## config.mk

```make
export PLATFORM = sky130hd
export DESIGN_NAME = pdcs_dev_ctl_sts
export DESIGN_NICKNAME = d
export VERILOG_FILES = /design/src/pdcs_err_flag.v /design/src/pdcs_dev_ctl_sts.v
export VERILOG_INCLUDE_DIRS = /design/src /design/src/src
export SDC_FILE = /design/constraint.sdc
export NUM_CORES = 1
export LEC_CHECK = 0
export ABC_AREA = 0
export BUFFER_PORTS_ARGS = -buffer_cell sky130_fd_sc_hd__buf_4
export CORE_ASPECT_RATIO = 1.5
export CORE_MARGIN = 8
export CORE_UTILIZATION = 40
export DETAILED_ROUTE_END_ITERATION = 10
export GPL_TIMING_DRIVEN = 0
export PLACE_DENSITY = 0.8
export SKIP_LAST_GASP = 1
export SLEW_MARGIN = 0
export SYNTH_ARGS = -nofsm -noshare
export SYNTH_HDL_FRONTEND = slang
export SYNTH_SLANG_ARGS = --single-unit
```

## constraint.sdc

```tcl
create_clock -name clk_sys -period 1 [get_ports clk_sys]
set_input_delay 0.1 -clock clk_sys [delete_from_list [all_inputs] [get_ports clk_sys]]
set_output_delay 0.1 -clock clk_sys [all_outputs]
set_load 0.05 [all_outputs]
```

## src/pdcs_regs.vh

```
`ifndef PDCS_REGS_VH
`define PDCS_REGS_VH

`define PDCS_ADDR_W          8
`define PDCS_OFS_DEV_CTL_STS 8'hE8

`define PDCS_BIT_CORR_EN     0
`define PDCS_BIT_NFAT_EN     1
`define PDCS_BIT_FAT_EN      2
`define PDCS_BIT_UR_EN       3
`define PDCS_BIT_RLX_ORD     4
`define PDCS_MPS_LSB         5
`define PDCS_MPS_MSB         7
`define PDCS_BIT_AUX_PM_EN   10
`define PDCS_STS_LSB         16
`define PDCS_BIT_CORR_DET    16
`define PDCS_BIT_NFAT_DET    17
`define PDCS_BIT_FAT_DET     18
`define PDCS_BIT_UR_DET      19
`define PDCS_BIT_AUX_DET     20

`define PDCS_RST_ERR_EN      4'h0
`define PDCS_RST_RLX_ORD     1'h1
`define PDCS_RST_MPS         3'h0
`define PDCS_RST_AUX_PM_EN   1'h0
`define PDCS_RST_ERR_DET     4'h0
`define PDCS_RST_AUX_DET     1'h1
`define PDCS_MPS_SUPPORTED   3'h1

`endif

```

## src/pdcs_err_flag.v

```verilog
`timescale 1ns/100ps
`default_nettype none

module pdcs_err_flag
(
	input  wire clk_sys,
	input  wire rst_n,
	input  wire detect,
	input  wire clear,
	input  wire report_en,
	output reg  flag,
	output reg  msg
);

	always @(posedge clk_sys or negedge rst_n)
	begin
		if (!rst_n)
		begin
			flag <= 1'b0;
			msg  <= 1'b0;
		end
		else
		begin
			// Set beats a simultaneous clear, so no event is lost
			if (detect)
				flag <= 1'b1;
			else if (clear)
				flag <= 1'b0;
			msg <= detect & report_en;
		end
	end

endmodule // pdcs_err_flag

`default_nettype wire

```

## src/pdcs_dev_ctl_sts.v

```verilog
`timescale 1ns/100ps
`default_nettype none
`include "pdcs_regs.vh"

module pdcs_dev_ctl_sts
(
	input  wire                    clk_sys,
	input  wire                    rst_n,
	input  wire [`PDCS_ADDR_W-1:0] reg_addr,
	input  wire [31:0]             reg_wdata,
	input  wire                    reg_wr,
	input  wire                    reg_rd,
	output reg  [31:0]             reg_rdata,
	input  wire                    dflt_load,
	input  wire [15:0]             dflt_value,
	input  wire                    err_corr,
	input  wire                    err_nonfatal,
	input  wire                    err_fatal,
	input  wire                    err_unsupported,
	input  wire                    aux_power_pin,
	output reg  [3:0]              report_en,
	output reg                     relaxed_order_en,
	output reg  [2:0]              payload_limit,
	output reg                     aux_pm_en,
	output wire [3:0]              err_detected,
	output wire [3:0]              err_msg,
	output reg                     aux_power_present
);

	reg        aux_s1;
	reg        aux_s2;
	reg        aux_s3;
	reg [2:0]  next_payload_limit;
	reg [2:0]  dflt_payload;
	reg [15:0] ctl_view;
	reg [31:0] next_rdata;
	wire       hit;
	wire       ctl_wr;
	wire [3:0] clr;
	wire [3:0] det;

	assign hit    = (reg_addr == `PDCS_OFS_DEV_CTL_STS);
	assign ctl_wr = reg_wr & hit;
	assign det    = {err_unsupported, err_fatal, err_nonfatal, err_corr};
	assign clr    = ctl_wr ? reg_wdata[`PDCS_BIT_UR_DET:`PDCS_BIT_CORR_DET] : 4'h0;

	// Clamp on both software writes and default loads
	always @*
	begin
		next_payload_limit = reg_wdata[`PDCS_MPS_MSB:`PDCS_MPS_LSB];
		if (next_payload_limit > `PDCS_MPS_SUPPORTED)
			next_payload_limit = `PDCS_MPS_SUPPORTED;
		dflt_payload = dflt_value[`PDCS_MPS_MSB:`PDCS_MPS_LSB];
		if (dflt_payload > `PDCS_MPS_SUPPORTED)
			dflt_payload = `PDCS_MPS_SUPPORTED;
	end

	always @(posedge clk_sys or negedge rst_n)
	begin
		if (!rst_n)
		begin
			report_en        <= `PDCS_RST_ERR_EN;
			relaxed_order_en <= `PDCS_RST_RLX_ORD;
			payload_limit    <= `PDCS_RST_MPS;
			aux_pm_en        <= `PDCS_RST_AUX_PM_EN;
		end
		else if (ctl_wr)
		begin
			// Software write wins over a default load in the same cycle
			report_en        <= reg_wdata[`PDCS_BIT_UR_EN:`PDCS_BIT_CORR_EN];
			relaxed_order_en <= reg_wdata[`PDCS_BIT_RLX_ORD];
			payload_limit    <= next_payload_limit;
		end
		else if (dflt_load)
		begin
			report_en        <= dflt_value[`PDCS_BIT_UR_EN:`PDCS_BIT_CORR_EN];
			relaxed_order_en <= dflt_value[`PDCS_BIT_RLX_ORD];
			payload_limit    <= dflt_payload;
			aux_pm_en        <= dflt_value[`PDCS_BIT_AUX_PM_EN];
		end
	end

	// Pin sync; second and third stages must agree before a change counts
	always @(posedge clk_sys or negedge rst_n)
	begin
		if (!rst_n)
		begin
			aux_s1            <= `PDCS_RST_AUX_DET;
			aux_s2            <= `PDCS_RST_AUX_DET;
			aux_s3            <= `PDCS_RST_AUX_DET;
			aux_power_present <= `PDCS_RST_AUX_DET;
		end
		else
		begin
			aux_s1 <= aux_power_pin;
			aux_s2 <= aux_s1;
			aux_s3 <= aux_s2;
			if (aux_s2 == aux_s3)
				aux_power_present <= aux_s3;
		end
	end

	genvar g;
	generate
		for (g = 0; g < 4; g = g + 1)
		begin : gen_flag
			pdcs_err_flag u_flag
			(
				.clk_sys   (clk_sys),
				.rst_n     (rst_n),
				.detect    (det[g]),
				.clear     (clr[g]),
				.report_en (report_en[g]),
				.flag      (err_detected[g]),
				.msg       (err_msg[g])
			);
		end
	endgenerate

	always @*
	begin
		ctl_view = 16'h0000;
		ctl_view[`PDCS_BIT_UR_EN:`PDCS_BIT_CORR_EN] = report_en;
		ctl_view[`PDCS_BIT_RLX_ORD] = relaxed_order_en;
		ctl_view[`PDCS_MPS_MSB:`PDCS_MPS_LSB] = payload_limit;
		ctl_view[`PDCS_BIT_AUX_PM_EN] = aux_pm_en;
		next_rdata = 32'h0000_0000;
		// Unmapped addresses read zero
		if (hit)
		begin
			next_rdata[15:0] = ctl_view;
			next_rdata[`PDCS_BIT_UR_DET:`PDCS_BIT_CORR_DET] = err_detected;
			next_rdata[`PDCS_BIT_AUX_DET] = aux_power_present;
		end
	end

	// Read data valid only in the cycle after the strobe
	always @(posedge clk_sys or negedge rst_n)
	begin
		if (!rst_n)
			reg_rdata <= 32'h0000_0000;
		else if (reg_rd)
			reg_rdata <= next_rdata;
		else
			reg_rdata <= 32'h0000_0000;
	end

endmodule // pdcs_dev_ctl_sts

`default_nettype wire

```

==> run summary, run 1 <==
Slew Viols, Final: 0
CP cell instances: buf_8
Setup violations, final: 3
number of synthesized flops with an enable pin: 0
crit end category: primary output
H-tree depth: 2
IO Pins: 116
Die H: 92.6 um
share of post-route cells with drive strength above 1: 57.8%
cell taking the most area after synthesis: dfrtp_1
Port Buffers: 68
logic gate share of total power: 24.4%
Main synth FF type: dfrtp_1
critical path startpoint category: flop
vias in the first global route: 1325
Yosys top cell area share: 48.0%
status: finished, violations left
fill count: 325
Max Cap Viol: 0
initial antenna violation count: 0
sequential power share: 45.8%
Int Pwr: 2370 uW
Post-DRT Antenna Nets: 0
Setup Crit Path Kind: reg -> out
ant diodes: 0
DR vias: 1199
Unique masters post-synth: 26
Async S/R FF share, synth: 100%
failing checks: negative setup slack
Design Power: 3320 uW
die area: 6210 um2
first-pass GRT wire length: 6.06 mm
Yosys warning total: 0
Initial Utilization: 40.6%
core area: 3850 um2
area grow syn2layout: 59.3%
Synth Area per Inst: 11.9 um2
Hold WC Path Type: in -> reg
drt via density: 4.33
Largest delay share family, worst path: flip-flops
Post-Route WL: 3.99 mm
period utilisation layout: 108%
Setup WS post-layout: -0.0777 ns
fin util: 64.6%
nets: 298
Sw Pwr: 954 uW
First-pass DRT Iterations: 4
CTS root buf: clkbuf_8
total gr overflow: 0
Switching Fraction: 28.7%
WP buf/inv: 1
setup TNS: -0.200 ns
leak pwr: 0.00132 uW
endpoints failing hold: 0
CTS tree: yes
Skew-Pair Late Insertion Delay: 0.28 ns
DR DRC count: 0
RSZ-0062 raised after global routing: true
CP required: 0.90 ns
clock share of power: 29.8%
commonest cells in the netlist: buf_4, dfrtp_1, and2_2, and2_1, mux2i_1
minimum clock period: 1.08 ns
clock sinks: 35
sequential share of the synthesized area: 56.4%
clock tree buffer depth: 2
Final Skew: 0.00408 ns
Crit path largest cell delay: 0.55 ns
DP HPWL: 2.99 mm
Setup WS pre-CTS: -0.387 ns
main area contributors after synthesis: dfrtp_1, buf_4, dfstp_2, and2_2, mux2i_1
CP max-delay cell: dfstp_2
Power per Cell Area: 1330 nW/um2
peak supply drop: 0.840 mV
Syn Inst Count: 131
DIE WIDTH: 67.1 um
Post-Syn Area: 1560 um2
Fmax achieved: 928 MHz
total track usage: 12.6%
Synth Register Bits: 35
Reg clk slew, reported paths: 0.07 ns
starting DRC count in detailed routing: 39
Max FO, Critical Path: 2
RD Place Congestion: 0.798
WL/cell: 14.4 um
total CTS buffers: 5
CP arrival: 0.98 ns
Row Count: 28
largest net degree at the start of global routing: 36
[sequential cells by signal (all words and copies together) (netlist names)]
| register | flops |
|---|---|
| gen_flag.u_flag.msg | 4 |
| aux_power_present | 1 |
| aux_s2 | 1 |
| payload_limit | 3 |
| report_en | 4 |
| aux_s1 | 1 |
| aux_s3 | 1 |
| reg_rdata | 14 |
| relaxed_order_en | 1 |
| gen_flag.u_flag.flag | 4 |
| aux_pm_en | 1 |
[repair_timing]
item                       4_1_cts  5_1_grt
setup endpoints to repair       35        9
hold buffers                     5        0
cloned                           0        1
buffers inserted                13        1
resized for setup               26        8
pin swaps                        1        1
hold endpoints to repair        34        0
[metrics by stage]
step	cell area [um2]	hold slack (ns)	cells
global placement	2210	0.0664	261
global route	2490	0.00559	277
finish	2490	0.00364	277
floorplan	1640	-0.196	148
CTS	2460	0.000112	275
detailed placement	2210	0.0718	261
[cells in the final DEF, fill, tap and decap left out, types with 2 or more instances in the layout]
| cell | instances |
|---|---|
| o21ai_0 | 4 |
| clkbuf_8 | 6 |
| and3_4 | 2 |
| nand4_1 | 5 |
| nor2_1 | 4 |
| mux2i_1 | 6 |
| dfrtp_1 | 30 |
| buf_2 | 2 |
| a31oi_1 | 5 |
| conb_1 | 18 |
| buf_8 | 13 |
| and3_1 | 2 |
| dfstp_2 | 5 |
| buf_4 | 83 |
| buf_6 | 7 |
| and2_2 | 5 |
| and2_4 | 7 |
| dlygate4sd3_1 | 5 |
| and2_1 | 6 |
| inv_1 | 5 |
[layout make-up]
| type | count | area, um2 | area share (%) |
|---|---|---|---|
| clock inverter | 1 | 5.00 | 0.201 |
| timing repair buffer | 88 | 787 | 31.6 |
| tap | 45 | 56.3 | 2.26 |
| multi-input combinational | 73 | 480 | 19.3 |
| clock buffer | 6 | 82.6 | 3.31 |
| sequential | 35 | 882 | 35.4 |
| buffer | 24 | 179 | 7.18 |
| inverter | 5 | 18.8 | 0.753 |
[cell families after synthesis]
| logic type | after synthesis | synth area share (%) |
|---|---|---|
| multiplexers | 7 | 4.56 |
| AO/OA/AOI/OAI | 12 | 4.48 |
| other | 1 | 0.240 |
| buffers and inverters | 40 | 17.8 |
| adder cells (fa/ha/maj) | 1 | 0.640 |
| flip-flops | 35 | 56.4 |
| AND/OR/NAND/NOR | 35 | 15.9 |
[final timing paths]
path                       slack (ns)              start  cells past startpoint                      end
hold reg to reg                  0.36             aux_s1                      0                   aux_s2
min in group asynchronous        0.30              rst_n                      2             reg_rdata[1]
max in group asynchronous        0.36              rst_n                      2         relaxed_order_en
hold / removal                  0.004      reg_wdata[19]                      2  gen_flag[3].u_flag.flag
setup / recovery                -0.08  aux_power_present                      1        aux_power_present
setup reg to reg                    0       report_en[2]                      4             report_en[2]
[power groups by stage]
stage | Combinational, uW | Sequential (uW) | Clock, uW
final | 811 | 1520 | 989
after global routing | 853 | 1520 | 1070
after CTS | 794 | 1520 | 1020
after detailed placement | 714 | 1540 | 0
after global placement | 705 | 1540 | 0
after floorplan | 424 | 1590 | 0
[metal layers]
| layer | up-vias | track usage (%) | routed length [um] |
|---|---|---|---|
| met5 | - | 0 | 0 |
| met4 | 0 | 4.73 | 54 |
| met3 | 4 | 5.32 | 426 |
| met2 | 63 | 22.2 | 2090 |
| met1 | 550 | 12.6 | 1410 |
| li1 | 582 | - | - |
Power figures use the tool's default switching activity.
==> run 2, diff against run 1 <==
SETUP_SLACK_MARGIN = 0.4   (was unset)
==> run 2 against run 1 <==
  * The flow finishes with violations (negative hold slack, negative setup slack)
  * Combinational power up 18%
  * Register-to-register slack worse by 0.03 ns
  * Global-route usage up 1.7 points
  * Routed wire length up 12%
  * Sequential share of layout area down 4.5 points
  * Clock power up 32%
  * Die area unchanged
  * Sequential power about the same
  * Setup slack worse by 0.011 ns
  * Critical endpoint is now relaxed_order_en
  * Largest cell class unchanged
==> run summary, run 2 (synthesized netlist as in run 1, its figures left out) <==
status: finished, violations left
failing checks: negative hold slack, negative setup slack
Setup WS pre-CTS: -0.401 ns
peak supply drop: 0.985 mV
starting DRC count in detailed routing: 27
total CTS buffers: 5
Crit path depth: 1
number of flip-flops in the largest register: 14
leak pwr: 0.00145 uW
H-tree depth: 2
Post-CTS Hold Buffers: 1
worst setup path end: relaxed_order_en
Placed Instance Area: 2280 um2
first-pass GRT wire length: 6.71 mm
RR Startpoint: relaxed_order_en
most crowded layer after global routing: met2
DP HPWL: 3.13 mm
Setup WS post-layout: -0.0883 ns
Setup Crit Path Kind: reg -> out
RSZ-0062 raised after global routing: true
Worst Setup SP: relaxed_order_en
Crit path largest cell delay: 0.56 ns
CTS root buf: clkbuf_8
WP buf/inv: 1
Max Cap Viol: 0
Port Buffers: 68
Post-DRT Antenna Nets: 0
Initial Utilization: 40.6%
nets: 317
Hold WC Path Type: in -> async
endpoints failing hold: 32
area grow syn2layout: 86.8%
clock tree buffer depth: 2
Max FO, Critical Path: 2
total gr overflow: 0
worst r2r dst: relaxed_order_en
minimum clock period: 1.09 ns
share of post-route cells with drive strength above 1: 75.4%
CP required: 0.90 ns
crit end category: primary output
Reg clk slew, reported paths: 0.07 ns
DR DRC count: 0
CTS tree: yes
WHS: -0.254 ns
Slew Viols, Final: 0
finished layout cell area: 2920 um2
DR vias: 1315
Largest Register: reg_rdata
vias in the first global route: 1449
ant diodes: 0
Final Skew: 0.00648 ns
IO Pins: 116
Setup violations, final: 15
met2 usage: 25.9%
Fmax achieved: 919 MHz
clock sinks: 35
drt via density: 4.43
Die H: 92.6 um
met3 Use GR: 4.47%
Post-Route WL: 4.47 mm
commonest non-fill, non-tap cell in the layout: buf_4
total track usage: 14.3%
largest net degree at the start of global routing: 36
Largest delay share family, worst path: flip-flops
met1 global-route usage: 14.1%
period utilisation layout: 109%
critical path startpoint category: flop
WL/cell: 15.1 um
initial antenna violation count: 0
DIE WIDTH: 67.1 um
RD Place Congestion: 0.791
die area: 6210 um2
Row Count: 28
CP cell instances: buf_8
core area: 3850 um2
First-pass DRT Iterations: 3
CP max-delay cell: dfstp_2
commonest non-fill, non-tap cells in the layout: buf_4, buf_6, conb_1, and2_4, dfrtp_2
CP arrival: 0.99 ns
slack of the worst reg-to-reg path: -0.03 ns
R2R cell count: 4
Skew-Pair Late Insertion Delay: 0.29 ns
Power per Cell Area: 1300 nW/um2
## run 2: changes by cell type in the layout (fill, tap and decap cells not counted), moves of 5 or more
cell	previous run	this run
buf_6	7	51
dfrtp_1	30	13
dfrtp_2	0	17
and2_4	7	17
and2_2	5	0
buf_4	83	64
and2_1	6	1
## run 2: how the worst min path moves through the flow
stage	cells after the start	slack, ns	from	endpoint
finish	1	-0.25	rst_n	gen_flag[3].u_flag.flag
global route	1	-0.22	rst_n	gen_flag[3].u_flag.flag
CTS	1	-0.24	rst_n	gen_flag[3].u_flag.flag
detailed placement	1	0.07	rst_n	gen_flag[3].u_flag.flag
global placement	1	0.07	rst_n	gen_flag[3].u_flag.flag
floorplan	0	-0.20	rst_n	aux_pm_en
## run 2: routing by layer
metal | vias up | part of all wire [%]
met5 | - | 0
met4 | 0 | 2.0
met3 | 6 | 7.0
met2 | 58 | 57
met1 | 628 | 34
li1 | 623 | -
## run 2: area by class of cell
type                    count  area, um2
repair buffers             96        948
fillers                   250        932
flip-flops and latches     35        903
multi-input cells          73        562
plain buffers              35        315
clock buffers               6       82.6
well taps                  45       56.3
clock inverters             2       35.0
inverters                   5       18.8
## run 2: through the flow
step | TNS (ns) | std cells | total power, uW | util [%]
finish | -0.625 | 297 | 3790 | 75.8
global route | -1.07 | 297 | 3920 | 75.8
CTS | -0.709 | 291 | 3730 | 71.9
detailed placement | -9.02 | 261 | 2280 | 59.1
global placement | -8.66 | 261 | 2270 | 59.1
floorplan | -1.39 | 148 | 2040 | -
## run 2: power by group
group | internal (uW) | total [uW] | switching (uW)
combinational | 451 | 959 | 508
clock | 806 | 1310 | 501
sequential | 1480 | 1520 | 40.3
total | 2740 | 3790 | 1050
## run 2: repair_timing
item,CTS,global route
gates cloned,3,0
hold endpoints to repair,34,33
pin swaps,15,8
setup buffers,18,6
resized for setup,64,24
setup endpoints to repair,64,64
==> run 3, diff against run 2 <==
CORE_ASPECT_RATIO = 0.7   (was 1.5)
MAX_ROUTING_LAYER = met4   (was unset)
==> run 3 against run 2 <==
  * Largest cell class unchanged
  * First-iteration DRC count grew to 2.7 times the previous value
  * Hold slack better by 0.016 ns
  * Highest routed layer unchanged
  * Sequential power is essentially flat
  * Non-clock buffer count up 3
  * Critical path depth unchanged
  * Total power fell by 4.7%
  * Utilization increased by 2.7 points
  * Sequential cell count did not move
  * The run still ends with negative hold slack, negative setup slack left
  * Setup slack improved by 0.0050 ns
  * Maximum frequency rose by 0.46%
  * Register-to-register slack improved by 0.02 ns
==> run summary, run 3 (synthesized netlist as in run 1, its figures left out) <==
IO Pins: 116
peak supply drop: 0.813 mV
core area: 3830 um2
total CTS buffers: 5
Int Pwr: 2570 uW
Largest Register: reg_rdata
largest net degree at the start of global routing: 36
critical path startpoint category: flop
failing checks: negative hold slack, negative setup slack
commonest non-fill, non-tap cell in the layout: buf_4
DIE WIDTH: 90.7 um
clock share of power: 30.6%
number of flip-flops in the largest register: 14
starting DRC count in detailed routing: 72
logic gate share of total power: 27.2%
Hold WC Path Type: in -> async
Power per Cell Area: 1200 nW/um2
Setup violations, final: 13
total track usage: 15.4%
WP buf/inv: 1
initial antenna violation count: 0
DR vias: 1346
CP max-delay cell: dfstp_2
clock tree buffer depth: 2
Sw Pwr: 1040 uW
WHS: -0.238 ns
Reg clk slew, reported paths: 0.07 ns
Final Skew: 0.00230 ns
WL/cell: 15.6 um
RD Place Congestion: 0.684
Crit path largest cell delay: 0.56 ns
first-pass GRT wire length: 7.12 mm
crit end category: primary output
RSZ-0062 raised after global routing: true
Row Count: 19
Slew Viols, Final: 0
vias in the first global route: 1530
commonest non-fill, non-tap cells in the layout: buf_4, buf_6, conb_1, dfrtp_2, and2_4
H-tree depth: 2
Post-CTS Hold Buffers: 1
status: finished, violations left
Post-Route WL: 4.79 mm
Initial Utilization: 40.9%
DR DRC count: 0
clock sinks: 35
Post-DRT Antenna Nets: 0
CP required: 0.90 ns
DP HPWL: 3.04 mm
die area: 6200 um2
Largest delay share family, worst path: flip-flops
Skew-Pair Late Insertion Delay: 0.28 ns
sequential power share: 42.2%
CP arrival: 0.98 ns
minimum clock period: 1.08 ns
Fmax achieved: 923 MHz
Setup Crit Path Kind: reg -> out
Die H: 68.3 um
ant diodes: 0
leak pwr: 0.00148 uW
CTS tree: yes
Setup WS pre-CTS: -0.452 ns
Switching Fraction: 28.8%
Max FO, Critical Path: 2
nets: 320
total gr overflow: 0
First-pass DRT Iterations: 5
Port Buffers: 68
share of post-route cells with drive strength above 1: 76.5%
Max Cap Viol: 0
endpoints failing hold: 30
fin util: 78.6%
drt via density: 4.38
CP cell instances: buf_8
CTS root buf: clkbuf_8
slack of the worst reg-to-reg path: -0.01 ns
fill count: 234
Setup WS post-layout: -0.0834 ns
period utilisation layout: 108%
area grow syn2layout: 92.2%
-- run 3: path summary, 6_finish.rpt --
check	startpoint	depth (start not counted)	end
setup / recovery	aux_power_present	1	aux_power_present
hold / removal	rst_n	1	gen_flag[0].u_flag.msg
setup reg to reg	relaxed_order_en	4	relaxed_order_en
hold reg to reg	aux_s1	0	aux_s2
max in group asynchronous	rst_n	1	aux_s1
min in group clk_sys	reg_wdata[16]	2	gen_flag[0].u_flag.flag
-- run 3: area by class of cell --
type / count / area, um2 / share of cell area [%]
Timing Repair Buffer: 99 / 976 / 32.5
Sequential cell: 35 / 903 / 30.0
Multi-Input combinational cell: 73 / 619 / 20.6
Buffer: 35 / 324 / 10.8
Clock buffer: 8 / 100 / 3.33
Tap cell: 52 / 65.1 / 2.16
Inverter: 5 / 18.8 / 0.624
-- run 3: through the flow --
step	total power, uW	hold WS, ns	TNS (ns)	std cells	area (um2)
floorplan	2040	-0.196	-1.39	148	1710
global placement	2270	0.0737	-10.07	268	2280
detailed placement	2280	0.0801	-10.50	268	2280
CTS	3520	-0.224	-0.627	300	2810
global route	3740	-0.206	-0.980	307	3010
finish	3610	-0.238	-0.548	307	3010
-- run 3: repair_timing --
| action | in CTS | in global routing |
|---|---|---|
| endpoints found under the setup margin | 64 | 65 |
| gates cloned | 2 | 0 |
| gates resized for setup | 66 | 26 |
| setup buffers | 21 | 7 |
| hold endpoints to repair | 31 | 30 |
| pin swaps | 21 | 4 |
-- run 3: power by group through the flow --
stage                     combinational (uW)  sequential [uW]  clock (uW)
after detailed placement                 734             1550           0
final                                    982             1520        1100
after floorplan                          442             1600           0
after global routing                    1030             1520        1190
after CTS                                879             1520        1120
after global placement                   726             1550           0
-- run 3: per-layer routing --
layer	vias up	part of all wire [%]	wire length, um	global-route usage [%]
li1	632	-	-	-
met1	644	44	2110	17.1
met2	68	48	2300	25.7
met3	2	7.6	364	6.13
met4	0	0.27	13	3.92
met5	-	0	0	-
